<file path="src/core/drc_params.svh">
`ifndef DRC_PARAMS_SVH
`define DRC_PARAMS_SVH

// Clock period and rounding helpers
`define DRC_CLK_NS       10
`define DRC_CEIL(t)      (((t) + `DRC_CLK_NS - 1) / `DRC_CLK_NS)
`define DRC_FLOOR(t)     ((t) / `DRC_CLK_NS)

// Fastest speed grade figures, in ns
`define DRC_T_RC_NS      110
`define DRC_T_RAC_NS     60
`define DRC_T_CAC_NS     15
`define DRC_T_AA_NS      30
`define DRC_T_RCD_NS     20
`define DRC_T_RAS_NS     60
`define DRC_T_CP_NS      10
`define DRC_T_PC_NS      40
`define DRC_T_REF_NS     8200000
`define DRC_T_INIT_NS    200000
`define DRC_REF_ROWS     512
`define DRC_INIT_REFS    8

// Cycle counts derived from the figures above
`define DRC_RCD_CYC      `DRC_CEIL(`DRC_T_RCD_NS)
`define DRC_COL_CYC      (`DRC_CEIL(`DRC_T_RAC_NS) - `DRC_RCD_CYC)
`define DRC_PRE_CYC      (`DRC_CEIL(`DRC_T_RC_NS) - `DRC_CEIL(`DRC_T_RAS_NS))
`define DRC_RAS_CYC      `DRC_CEIL(`DRC_T_RAS_NS)
`define DRC_CP_CYC       `DRC_CEIL(`DRC_T_CP_NS)
`define DRC_REF_IVL_CYC  `DRC_FLOOR(`DRC_T_REF_NS / `DRC_REF_ROWS)
`define DRC_INIT_CYC     `DRC_CEIL(`DRC_T_INIT_NS)

// Field layout of the user word address
`define DRC_COL_LSB      0
`define DRC_ROW_LSB      9

`endif

</file>
<file path="src/core/drc_pkg.sv">
package drc_pkg;

    typedef enum logic [3:0] {
        DRC_S_INIT = 4'h0,
        DRC_S_IDLE = 4'h1,
        DRC_S_ROW  = 4'h2,
        DRC_S_COL  = 4'h3,
        DRC_S_CPRE = 4'h4,
        DRC_S_PRE  = 4'h5,
        DRC_S_RREF = 4'h6,
        DRC_S_CBRC = 4'h7,
        DRC_S_CBRR = 4'h8
    } drc_state_t;

    typedef struct packed {
        logic       write;
        logic [8:0] row;
        logic [8:0] col;
        logic [3:0] wdata;
    } drc_req_t;

endpackage

</file>
<file path="src/core/drc_ctrl.sv">
// How it works
// RL1 - Memory holds 262,144 four-bit words; every access moves all four lines.
// RL2 - Eighteen-bit address goes out as row half then column half on nine pins.
// RL3 - Device latches the row on the falling row strobe, before any column.
// RL4 - Device latches the column on the falling column strobe after the row.
// RL5 - We present row on the edge row strobe falls, column no later than the column strobe fall.
// RL6 - Device latches pass through; late addresses count as column address.
// RL7 - Write strobe low starts a write, high selects a read.
// RL8 - Device ignores data lines during reads.
// RL9 - Device supports early, gate-controlled delayed and read-modify-write.
// RL10 - Write data latched on the later of write or column strobe fall.
// RL11 - Early write: write strobe falls first, data sampled at column fall.
// RL12 - Delayed write: write strobe falls later, data sampled at its fall.
// RL13 - Outputs float until column strobe falls; read data keeps polarity.
// RL14 - Read data valid after latest of row, column, address access times.
// RL15 - Late gate fall gives data a fixed gate access time later.
// RL16 - Read data stays valid until column strobe or gate rises.
// RL17 - Outputs stay floating through an entire early write.
// RL18 - We issue 512 refresh cycles within every 8.2 ms.
// RL19 - Device accepts row-only, column-before-row and hidden refresh.
// RL20 - Device supports fast page column cycles and read-modify-write.
// RL21 - Successive random cycles spaced at least the random cycle time.
// RL22 - Successive page column cycles spaced at least the page cycle time.
// RL23 - After power-up: strobes high 200 us, then eight row-only cycles.
// RL24 - With the internal counter, the eight wake cycles are column-first.
// RL25 - Row-only refresh steps a nine-bit row counter through all rows.
`timescale 1ns/1ps
`include "drc_params.svh"

module drc_ctrl #(
    parameter int INIT_CYCLES = `DRC_INIT_CYC,
    parameter bit USE_CBR     = 1'b0
) (
    input  wire logic       CLK_SYS,
    input  wire logic       RSTN,
    input  wire logic       REQ_VALID,
    output logic            REQ_READY,
    input  wire logic       REQ_WRITE,
    input  wire logic [17:0] REQ_ADDR,
    input  wire logic [3:0] REQ_WDATA,
    output logic            RSP_VALID,
    output logic [3:0]      RSP_RDATA,
    output logic            INIT_DONE,
    output logic [8:0]      DRAM_ADDR,
    output logic            DRAM_RAS_N,
    output logic            DRAM_CAS_N,
    output logic            DRAM_WE_N,
    output logic            DRAM_OE_N,
    output logic [3:0]      DRAM_DQ_O,
    output logic            DRAM_DQ_OE_N,
    input  wire logic [3:0] DRAM_DQ_I
);

    ////////////////////////////////////////////////////////////////////////
    logic [1:0]          rst_sync_q;
    logic                rst_n;
    drc_pkg::drc_state_t state_q;
    logic [3:0]          cnt_q;
    logic [14:0]         tmr_q;
    logic                tmr_zero;
    logic                ref_pend_q;
    logic [3:0]          init_left_q;
    logic [8:0]          ref_row_q;
    logic                ref_go;
    logic                ref_start;
    logic                page_hit;
    logic                accept;
    drc_pkg::drc_req_t   req_q;
    logic [8:0]          req_row;
    logic [8:0]          req_col;

    always_ff @(posedge CLK_SYS or negedge RSTN)
    begin
        if (!RSTN)
            rst_sync_q <= 2'h0;
        else
            rst_sync_q <= {rst_sync_q[0], 1'b1};
    end
    assign rst_n = rst_sync_q[1];

    ////////////////////////////////////////////////////////////////////////
    // Row half and column half of the word address [RL2]
    assign req_row  = REQ_ADDR[`DRC_ROW_LSB +: 9];
    assign req_col  = REQ_ADDR[`DRC_COL_LSB +: 9];
    assign ref_go   = (init_left_q != 4'h0) | ref_pend_q;
    assign ref_start = (state_q == drc_pkg::DRC_S_IDLE) & ref_go;
    // Staying in the row only while no refresh waits also bounds the row
    // strobe low time far below its maximum
    assign page_hit = (state_q == drc_pkg::DRC_S_COL) & (cnt_q == 4'h0)
                    & (req_row == req_q.row) & ~ref_go;
    assign REQ_READY = ((state_q == drc_pkg::DRC_S_IDLE) & ~ref_go)
                     | page_hit;
    assign accept   = REQ_VALID & REQ_READY;
    assign INIT_DONE = (state_q != drc_pkg::DRC_S_INIT)
                     & (init_left_q == 4'h0);

    always_ff @(posedge CLK_SYS or negedge rst_n)
    begin
        if (!rst_n)
            req_q <= '0;
        else if (accept)
            req_q <= '{write: REQ_WRITE, row: req_row, col: req_col,
                       wdata: REQ_WDATA};
    end

    ////////////////////////////////////////////////////////////////////////
    // One timer: power-up pause first, then the refresh interval
    assign tmr_zero = (tmr_q == 15'h0000);

    always_ff @(posedge CLK_SYS or negedge rst_n)
    begin
        if (!rst_n)
            tmr_q <= 15'(INIT_CYCLES - 1);
        else if (tmr_zero)
            tmr_q <= 15'(`DRC_REF_IVL_CYC - 1);  // [RL18]
        else
            tmr_q <= tmr_q - 15'h0001;
    end

    // A tick landing on the start cycle stays pending, so none is lost
    always_ff @(posedge CLK_SYS or negedge rst_n)
    begin
        if (!rst_n)
            ref_pend_q <= 1'b0;
        else
            ref_pend_q <= (tmr_zero & (state_q != drc_pkg::DRC_S_INIT))
                        | (ref_pend_q & ~(ref_start
                                          & (init_left_q == 4'h0)));  // [RL18]
    end

    always_ff @(posedge CLK_SYS or negedge rst_n)
    begin
        if (!rst_n)
            init_left_q <= 4'h0;
        else if ((state_q == drc_pkg::DRC_S_INIT) && tmr_zero)
            init_left_q <= 4'(`DRC_INIT_REFS);  // [RL23] [RL24]
        else if (ref_start && (init_left_q != 4'h0))
            init_left_q <= init_left_q - 4'h1;
    end

    always_ff @(posedge CLK_SYS or negedge rst_n)
    begin
        if (!rst_n)
            ref_row_q <= 9'h000;
        else if (ref_start && !USE_CBR)
            ref_row_q <= ref_row_q + 9'h001;  // [RL25]
    end

    ////////////////////////////////////////////////////////////////////////
    // Strobe sequencer; all DRAM pins come straight from flip-flops
    always_ff @(posedge CLK_SYS or negedge rst_n)
    begin
        if (!rst_n)
        begin
            state_q      <= drc_pkg::DRC_S_INIT;
            cnt_q        <= 4'h0;
            DRAM_ADDR    <= 9'h000;
            DRAM_RAS_N   <= 1'b1;
            DRAM_CAS_N   <= 1'b1;
            DRAM_WE_N    <= 1'b1;
            DRAM_OE_N    <= 1'b1;
            DRAM_DQ_O    <= 4'h0;
            DRAM_DQ_OE_N <= 1'b1;
            RSP_VALID    <= 1'b0;
            RSP_RDATA    <= 4'h0;
        end
        else
        begin
            RSP_VALID <= 1'b0;
            if (cnt_q != 4'h0)
                cnt_q <= cnt_q - 4'h1;
            case (state_q)
                drc_pkg::DRC_S_INIT:
                begin
                    // Both strobes stay high through the pause [RL23]
                    if (tmr_zero)
                        state_q <= drc_pkg::DRC_S_IDLE;
                end
                drc_pkg::DRC_S_IDLE:
                begin
                    if (ref_go && USE_CBR)
                    begin
                        // Column strobe first selects internal counter [RL24]
                        state_q    <= drc_pkg::DRC_S_CBRC;
                        DRAM_CAS_N <= 1'b0;
                        cnt_q      <= 4'(`DRC_CP_CYC - 1);
                    end
                    else if (ref_go)
                    begin
                        state_q    <= drc_pkg::DRC_S_RREF;
                        DRAM_ADDR  <= ref_row_q;  // [RL25]
                        DRAM_RAS_N <= 1'b0;  // [RL23]
                        cnt_q      <= 4'(`DRC_RAS_CYC - 1);
                    end
                    else if (accept)
                    begin
                        // Row set up with the strobe edge, write strobe and
                        // data ahead of the column strobe [RL5] [RL11]
                        // Early writes only; no delayed write [RL12]
                        state_q      <= drc_pkg::DRC_S_ROW;
                        DRAM_ADDR    <= req_row;  // [RL5]
                        DRAM_RAS_N   <= 1'b0;
                        DRAM_WE_N    <= ~REQ_WRITE;  // [RL7]
                        DRAM_DQ_O    <= REQ_WDATA;
                        DRAM_DQ_OE_N <= ~REQ_WRITE;  // [RL11]
                        cnt_q        <= 4'(`DRC_RCD_CYC - 1);
                    end
                end
                drc_pkg::DRC_S_ROW:
                begin
                    if (cnt_q == 4'h0)
                    begin
                        state_q    <= drc_pkg::DRC_S_COL;
                        DRAM_ADDR  <= req_q.col;  // [RL5]
                        DRAM_CAS_N <= 1'b0;
                        DRAM_OE_N  <= req_q.write;
                        cnt_q      <= 4'(`DRC_COL_CYC - 1);
                    end
                end
                drc_pkg::DRC_S_COL:
                begin
                    if (cnt_q == 4'h0)
                    begin
                        // Row and column access both met by now [RL14]
                        if (!req_q.write)
                        begin
                            RSP_RDATA <= DRAM_DQ_I;  // [RL16]
                            RSP_VALID <= 1'b1;
                        end
                        DRAM_CAS_N <= 1'b1;
                        DRAM_OE_N  <= 1'b1;
                        if (accept)
                        begin
                            state_q      <= drc_pkg::DRC_S_CPRE;
                            DRAM_ADDR    <= req_col;
                            DRAM_WE_N    <= ~REQ_WRITE;  // [RL7]
                            DRAM_DQ_O    <= REQ_WDATA;
                            DRAM_DQ_OE_N <= ~REQ_WRITE;  // [RL11]
                            cnt_q        <= 4'(`DRC_CP_CYC - 1);
                        end
                        else
                        begin
                            state_q      <= drc_pkg::DRC_S_PRE;
                            DRAM_RAS_N   <= 1'b1;
                            DRAM_WE_N    <= 1'b1;
                            DRAM_DQ_OE_N <= 1'b1;
                            cnt_q        <= 4'(`DRC_PRE_CYC - 1);
                        end
                    end
                end
                drc_pkg::DRC_S_CPRE:
                begin
                    // Precharge plus column phase covers the page cycle
                    if (cnt_q == 4'h0)
                    begin
                        state_q    <= drc_pkg::DRC_S_COL;  // [RL22]
                        DRAM_CAS_N <= 1'b0;
                        DRAM_OE_N  <= req_q.write;
                        cnt_q      <= 4'(`DRC_COL_CYC - 1);
                    end
                end
                drc_pkg::DRC_S_RREF:
                begin
                    if (cnt_q == 4'h0)
                    begin
                        state_q    <= drc_pkg::DRC_S_PRE;
                        DRAM_RAS_N <= 1'b1;
                        cnt_q      <= 4'(`DRC_PRE_CYC - 1);
                    end
                end
                drc_pkg::DRC_S_CBRC:
                begin
                    if (cnt_q == 4'h0)
                    begin
                        state_q    <= drc_pkg::DRC_S_CBRR;
                        DRAM_RAS_N <= 1'b0;
                        cnt_q      <= 4'(`DRC_RAS_CYC - 1);
                    end
                end
                drc_pkg::DRC_S_CBRR:
                begin
                    if (cnt_q == 4'h0)
                    begin
                        state_q    <= drc_pkg::DRC_S_PRE;
                        DRAM_RAS_N <= 1'b1;
                        DRAM_CAS_N <= 1'b1;
                        cnt_q      <= 4'(`DRC_PRE_CYC - 1);
                    end
                end
                drc_pkg::DRC_S_PRE:
                begin
                    // Low time plus precharge spans the random cycle
                    if (cnt_q == 4'h0)
                        state_q <= drc_pkg::DRC_S_IDLE;  // [RL21]
                end
                default:
                begin
                    state_q <= drc_pkg::DRC_S_IDLE;
                end
            endcase
        end
    end

endmodule

</file>
<file path="config.mk">
export PLATFORM = sky130hd
export DESIGN_NAME = drc_ctrl
export DESIGN_NICKNAME = d
export VERILOG_FILES = /design/src/core/drc_pkg.sv /design/src/core/drc_ctrl.sv
export VERILOG_INCLUDE_DIRS = /design/src /design/src/core
export SDC_FILE = /design/constraint.sdc
export NUM_CORES = 1
export LEC_CHECK = 0
export BUFFER_PORTS_ARGS = -buffer_cell sky130_fd_sc_hd__buf_2
export CORE_ASPECT_RATIO = 0.9
export CORE_MARGIN = 4
export CORE_UTILIZATION = 55
export CTS_CLUSTER_DIAMETER = 100
export DETAILED_ROUTE_END_ITERATION = 10
export PLACE_DENSITY = 0.77
export SYNTH_ARGS = -nofsm -noshare
export SYNTH_HDL_FRONTEND = slang
export SYNTH_SLANG_ARGS = --single-unit
</file>
<file path="constraint.sdc">
create_clock -name CLK_SYS -period 3.79 [get_ports CLK_SYS]
set_clock_uncertainty 0.2 [all_clocks]
set_input_delay 0.1895 -clock CLK_SYS [delete_from_list [all_inputs] [get_ports CLK_SYS]]
set_output_delay 0.1895 -clock CLK_SYS [all_outputs]
set_load 0.1 [all_outputs]
</file>
# Word-level counts from Yosys, hierarchy flattened
# Cells that the tools add are included.
[totals] regBits=80 input_bits=30 output_inout_bits=25 word_cells=137
[classes] addsub=4 n_eq_ne=22 n_mux=50 bitwise_logic=17 reduce_logical=26
[op_table] cell="two-way mux 4 bit" count=20
[op_table] cell="two-way mux 9 bit" count=5
[op_table] cell="one-hot mux 4 bit (7 select lines)" count=1
[op_table] cell="one-hot mux 9 bit (3 select lines)" count=1
[op_table] cell="one-hot mux 4 bit (5 select lines)" count=1
[op_table] cell="equality test 4 x 3 -> 1 bit, second input constant" count=4
[op_table] cell="!= test 2 bit, second input constant" count=8
[op_table] cell="nonzero test 4 bit" count=4
[op_table] cell="logical NOT 15 bit" count=1
[op_table] cell="two-way mux 1 bit" count=15
[op_table] cell="two-way mux 15 bit" count=1
[op_table] cell="subtractor 15 x 1 -> 15 bit, second input constant" count=1
[op_table] cell="logical NOT 4 bit" count=3
[op_table] cell="AND reduction 3 bit" count=4
[op_table] cell="bitwise AND 1 bit" count=10
[op_table] cell="adder 9 x 1 -> 9 bit, second input constant" count=1
[op_table] cell="equality test 9 bit" count=1
[op_table] cell="equality test 4 x 2 -> 1 bit, second input constant" count=2
[op_table] cell="!= test 2 x 1 -> 1 bit, second input constant" count=4
[op_table] cell="one-hot mux 4 bit (2 select lines)" count=1
[op_table] cell="nonzero test 2 bit" count=4
[op_table] cell="subtractor 4 x 1 -> 4 bit, second input constant" count=2
[op_table] cell="AND reduction 7 bit" count=1
[op_table] cell="one-hot mux 1 bit (2 select lines)" count=3
[op_table] cell="13 further kinds" count=21

# Depth between registers and ports, before layout
[depth] depth_word=9 ltp_mapped=11

# Worst setup path before layout
# Ideal clock, no wire load.
[synth_timing] path_type="register -> output" from="register cnt_q[0]" to="output port REQ_READY" arrival_ns=3.144 required_time_ns=3.401 slack_ns=0.256 stages_incl_launch_ff=8 n_path_buf=1 path_cell_list="dfrtp_1 > inv_1 > ha_1 > nor3b_1 > inv_1 > buf_2 > or2_2 > o22ai_1"
[synth_between] elab_chain_len=5
[synth_rtl] item="start, declared" line_no="drc_ctrl.sv:58" source="logic [3:0] cnt_q;"
[synth_rtl] item="start signal, assigned" line_no="drc_ctrl.sv:171" source="cnt_q <= cnt_q - 4'h1;"
[synth_rtl] item="start signal, assigned" line_no="drc_ctrl.sv:186" source="cnt_q <= 4'(`DRC_CP_CYC - 1);"
[synth_rtl] item="start signal, assigned" line_no="drc_ctrl.sv:193" source="cnt_q <= 4'(`DRC_RAS_CYC - 1);"
[synth_rtl] item="logical NOT 4 bit" line_no="drc_ctrl.sv:89" source="assign page_hit = (state_q == drc_pkg::DRC_S_COL) & (cnt_q == 4'h0)"
[synth_rtl] item="bitwise AND 1 bit" line_no="drc_ctrl.sv:89"
[synth_rtl] item="bitwise AND 1 bit (2 in series)" line_no="drc_ctrl.sv:90" source="& (req_row == req_q.row) & ~ref_go;"
[synth_rtl] item="OR 1 bit" line_no="drc_ctrl.sv:92" source="| page_hit;"
[synth_rtl] item="end, declared" line_no="drc_ctrl.sv:37" source="output logic REQ_READY,"
# Every way passes these cells.

# Worst setup path in the final report
# Ends and elaborated chain as after synthesis.

==> run_results.csv <==
group,metric,value,unit
routing,vias_per_cell,5.712,
sta,setup_tns,0,ns
logic_synthesis,synthFlopType,"dfrtp_1",
hold_path,min_from,"REQ_VALID",
clock_network,cts_made_buffers,9,
power,total_power,4.385,mW
worst_setup_path,arrival,2.99,ns
sta,setup_viol,0,
floorplan,die_x,100.0,µm
place,gp_congestion,0.8665,
sta,fmax,295.5,MHz
logic_synthesis,avgSynthCellArea,10.83,µm²
worst_setup_path,worstSetupPathType,"reg2out",
sta,worst_slack,0.4065,ns
floorplan,die_height,90.81,µm
clock_network,cts_tree,"built",
sta,slew_headroom,0.3602,
routing,drt-initial-drc-count,221,
clock_network,h-tree-depth,3,
floorplan,core,7221,µm²
routing,avgRoutedWirePerCell,16.18,µm
clock_network,post_cts_buffers,0,
worst_setup_path,cp.required,3.40,ns
logic_synthesis,synth_area,4190,µm²
routing,drc_errors,0,
clock_network,path_clk_slew,0.08,ns
logic_synthesis,yosysSeqAreaShare,0.4816,
routing,dr_wl_met2,4641,µm
place,dp_slack,0.5547,ns
logic_synthesis,ys_types,56,
floorplan,fp.dieArea,9081,µm²
logic_synthesis,ys_ff_latch,80,
hold_path,whs_path_depth,4,
hold_path,min_path_type,"in2reg",
sta,finalCriticalPeriod,3.384,ns
worst_setup_path,r2r-start,"cnt_q[0]",
hold_path,hold_end,"state_q[0]",
worst_setup_path,r2r_end,"req_q[4]",
logic_synthesis,synth_edf_count,0,
routing,met3_length,535,µm
power,p_leak,2.315,nW
power,power_density,867.0,nW/µm²
routing,drt-total-wl,9204,µm
clock_network,cts_root_buffer,"clkbuf_8",
routing,wl_met1,3917,µm
global_route,first_global_vias,3250,
clock_network,cts_buffer_depth,2,
worst_setup_path,r2r_cells,8,
routing,drt_first_pass_iters,6,
clock_network,clock_sinks,80,
global_route,grt_util_all_layers,0.2158,
power,ir_drop,0.6771,mV
final_layout,area_growth,20.69,%
worst_setup_path,cp-end-kind,"primary output",
clock_network,clock_latency,0.36,ns
flow_run,maxCapViolCount,0,
logic_synthesis,yosys_warnings,0,
sta,worst_slew_pin_slew,0.9596,ns
sta,rsz0062_at_grt,"false",
sta,hold_viol_final,0,
final_layout,diodes,0,
routing,vias,3250,
global_route,grt_pass1_wl,15610,µm
worst_setup_path,path_max_fanout,13,
logic_synthesis,synth_async_sr_flop_share,1.000,
final_layout,drive_gt1_frac,0.2899,
floorplan,io_pins,55,
place,place_hpwl,6326,µm
global_route,overflow,0,
sta,period_share,0.8928,
place,port_buffers,54,
status,status,"completed",
routing,antenna_left,0,
global_route,grt_max_degree,79,
logic_synthesis,syn-num-nets,424,
floorplan,initial_utilization,0.5803,
global_route,grt_antenna_before_repair,0,
worst_setup_path,ff2ff_setup_slack,0.52,ns
routing,highest_layer,"met4",
floorplan,rows,29,
logic_synthesis,syn_inst,387,
sta,drv_slew,0,
final_layout,nNetsFinal,508,
worst_setup_path,start_kind,"flop",
==> how the worst max path moves through the flow <==
stage           endpoint  startpoint  slack (ns)
2_1_floorplan  REQ_READY    cnt_q[0]        0.26
3_3_place_gp    req_q[9]    cnt_q[0]        0.82
3_5_place_dp    req_q[4]    cnt_q[0]        0.55
4_1_cts        REQ_READY    cnt_q[0]        0.42
5_1_grt        REQ_READY    cnt_q[0]        0.22
6_report       REQ_READY    cnt_q[0]        0.41
==> metrics by stage <==
stage | std cells | hold WS, ns | cell area [µm²] | util
4_1_cts | 569 | 0.08918 | 5057 | 0.7004
5_1_grt | 569 | 0.1620 | 5057 | 0.7004
6_report | 569 | 0.1210 | 5057 | 0.7004
3_5_place_dp | 524 | -0.2222 | 4564 | 0.6321
3_3_place_gp | 524 | -0.2240 | 4564 | 0.6321
2_1_floorplan | 387 | -0.3061 | 4190 | -
==> cell families (layout without fill, tap and decap cells) <==
group	after synthesis	count (layout)	share of synthesized area
compound gates	68	68	0.1066
xor+xnor	31	31	0.06480
fa+ha+maj	7	7	0.02090
buf+inv	32	121	0.03344
flops	80	80	0.4816
mux	50	50	0.1385
other cells	1	1	0.0008949
simple gates	118	118	0.1532
==> flip-flops by register name (all words and copies together), names as in the netlist, 4 cells and up <==
register,cells
DRAM_DQ_O,4
state_q,4
ref_row_q,9
tmr_q,15
req_q,19
RSP_RDATA,4
cnt_q,4
init_left_q,4
DRAM_ADDR,9
==> layer usage <==
| layer | track usage | vias to the layer above |
|---|---|---|
| met5 | 0 | - |
| met4 | 0.06510 | 0 |
| met3 | 0.05251 | 10 |
| met2 | 0.3556 | 97 |
| met1 | 0.2813 | 1591 |
| li1 | - | 1552 |
==> area by class of cell <==
cell class | instances | area [µm²]
fillers | 486 | 2163
multi-input cells | 275 | 2043
flip-flops and latches | 80 | 2022
repair buffers | 91 | 620.6
clock buffers | 9 | 123.9
well taps | 93 | 116.4
clock inverters | 7 | 78.83
inverters | 14 | 52.55
==> cell usage in the layout (no fill, tap or decap), types with 3 or more instances in the layout <==
master         instances
dfrtp_1               66
nand4_1                7
nand3_1                4
a211oi_1               9
buf_4                  8
xnor2_1               16
buf_2                 54
mux2_2                28
and3_1                 4
and2_1                10
o22ai_1                3
nor2_1                29
xor2_1                15
mux2i_1               13
nor3b_1                4
inv_1                 14
o21ai_0               10
nor3_1                10
nor4_1                 7
a31oi_1                3
or3_1                  4
dlygate4sd3_1         29
nor2b_1                3
mux2_4                 9
dfstp_2               13
clkbuf_8               9
ha_1                   7
nand2_1               20
a21oi_1               25
==> power breakdown <==
part	switching, mW	total (mW)	internal, mW	leakage [nW]
sequential	0.232	1.40	1.16	0.986
combinational	1.59	2.35	0.752	1.23
clock	0.331	0.643	0.312	0.0982
total	2.16	4.38	2.23	2.31
==> synthesized netlist by cell type, types with 2 or more instances <==
cell type  count  area (µm²)
a211oi_1       9       67.56
a21o_1         2       15.01
a21oi_1       25       125.1
a221oi_1       2       17.52
a31oi_1        3       18.77
and2_1        10       62.56
and3_1         4       25.02
buf_2          4       20.02
buf_4          2       15.01
clkbuf_1      11       41.29
dfrtp_1       67        1677
dfstp_2       13       341.6
ha_1           7       87.58
inv_1         14       52.55
mux2_2        28       315.3
mux2_4         9       135.1
mux2i_1       13       130.1
nand2_1       20       75.07
nand3_1        4       20.02
nand3b_1       2       15.01
nand4_1        7       43.79
nor2_1        29       108.9
nor2b_1        3       18.77
nor3_1        11       55.05
nor3b_1        4       30.03
nor4_1         8       50.05
nor4b_1        2       17.52
o211ai_1       2       15.01
o21ai_0       10       50.05
o22ai_1        3       18.77
or3_1          4       25.02
or4b_1         2       20.02
xnor2_1       16       140.1
xor2_1        15       131.4
==> worst max-delay path, cell delays in order, from the launching register on <==
cell	delay (ns)
dfrtp_1	0.39
inv_1	0.11
ha_1	0.21
nor3b_1	0.52
inv_1	0.37
or2_2	0.40
o22ai_1	0.18
buf_2	0.46
==> timing repair <==
item                                   CTS  global route
hold buffers                            29             0
resized for setup                        0             0
endpoints found under the hold margin   30             0
Power figures use the tool's default switching activity.
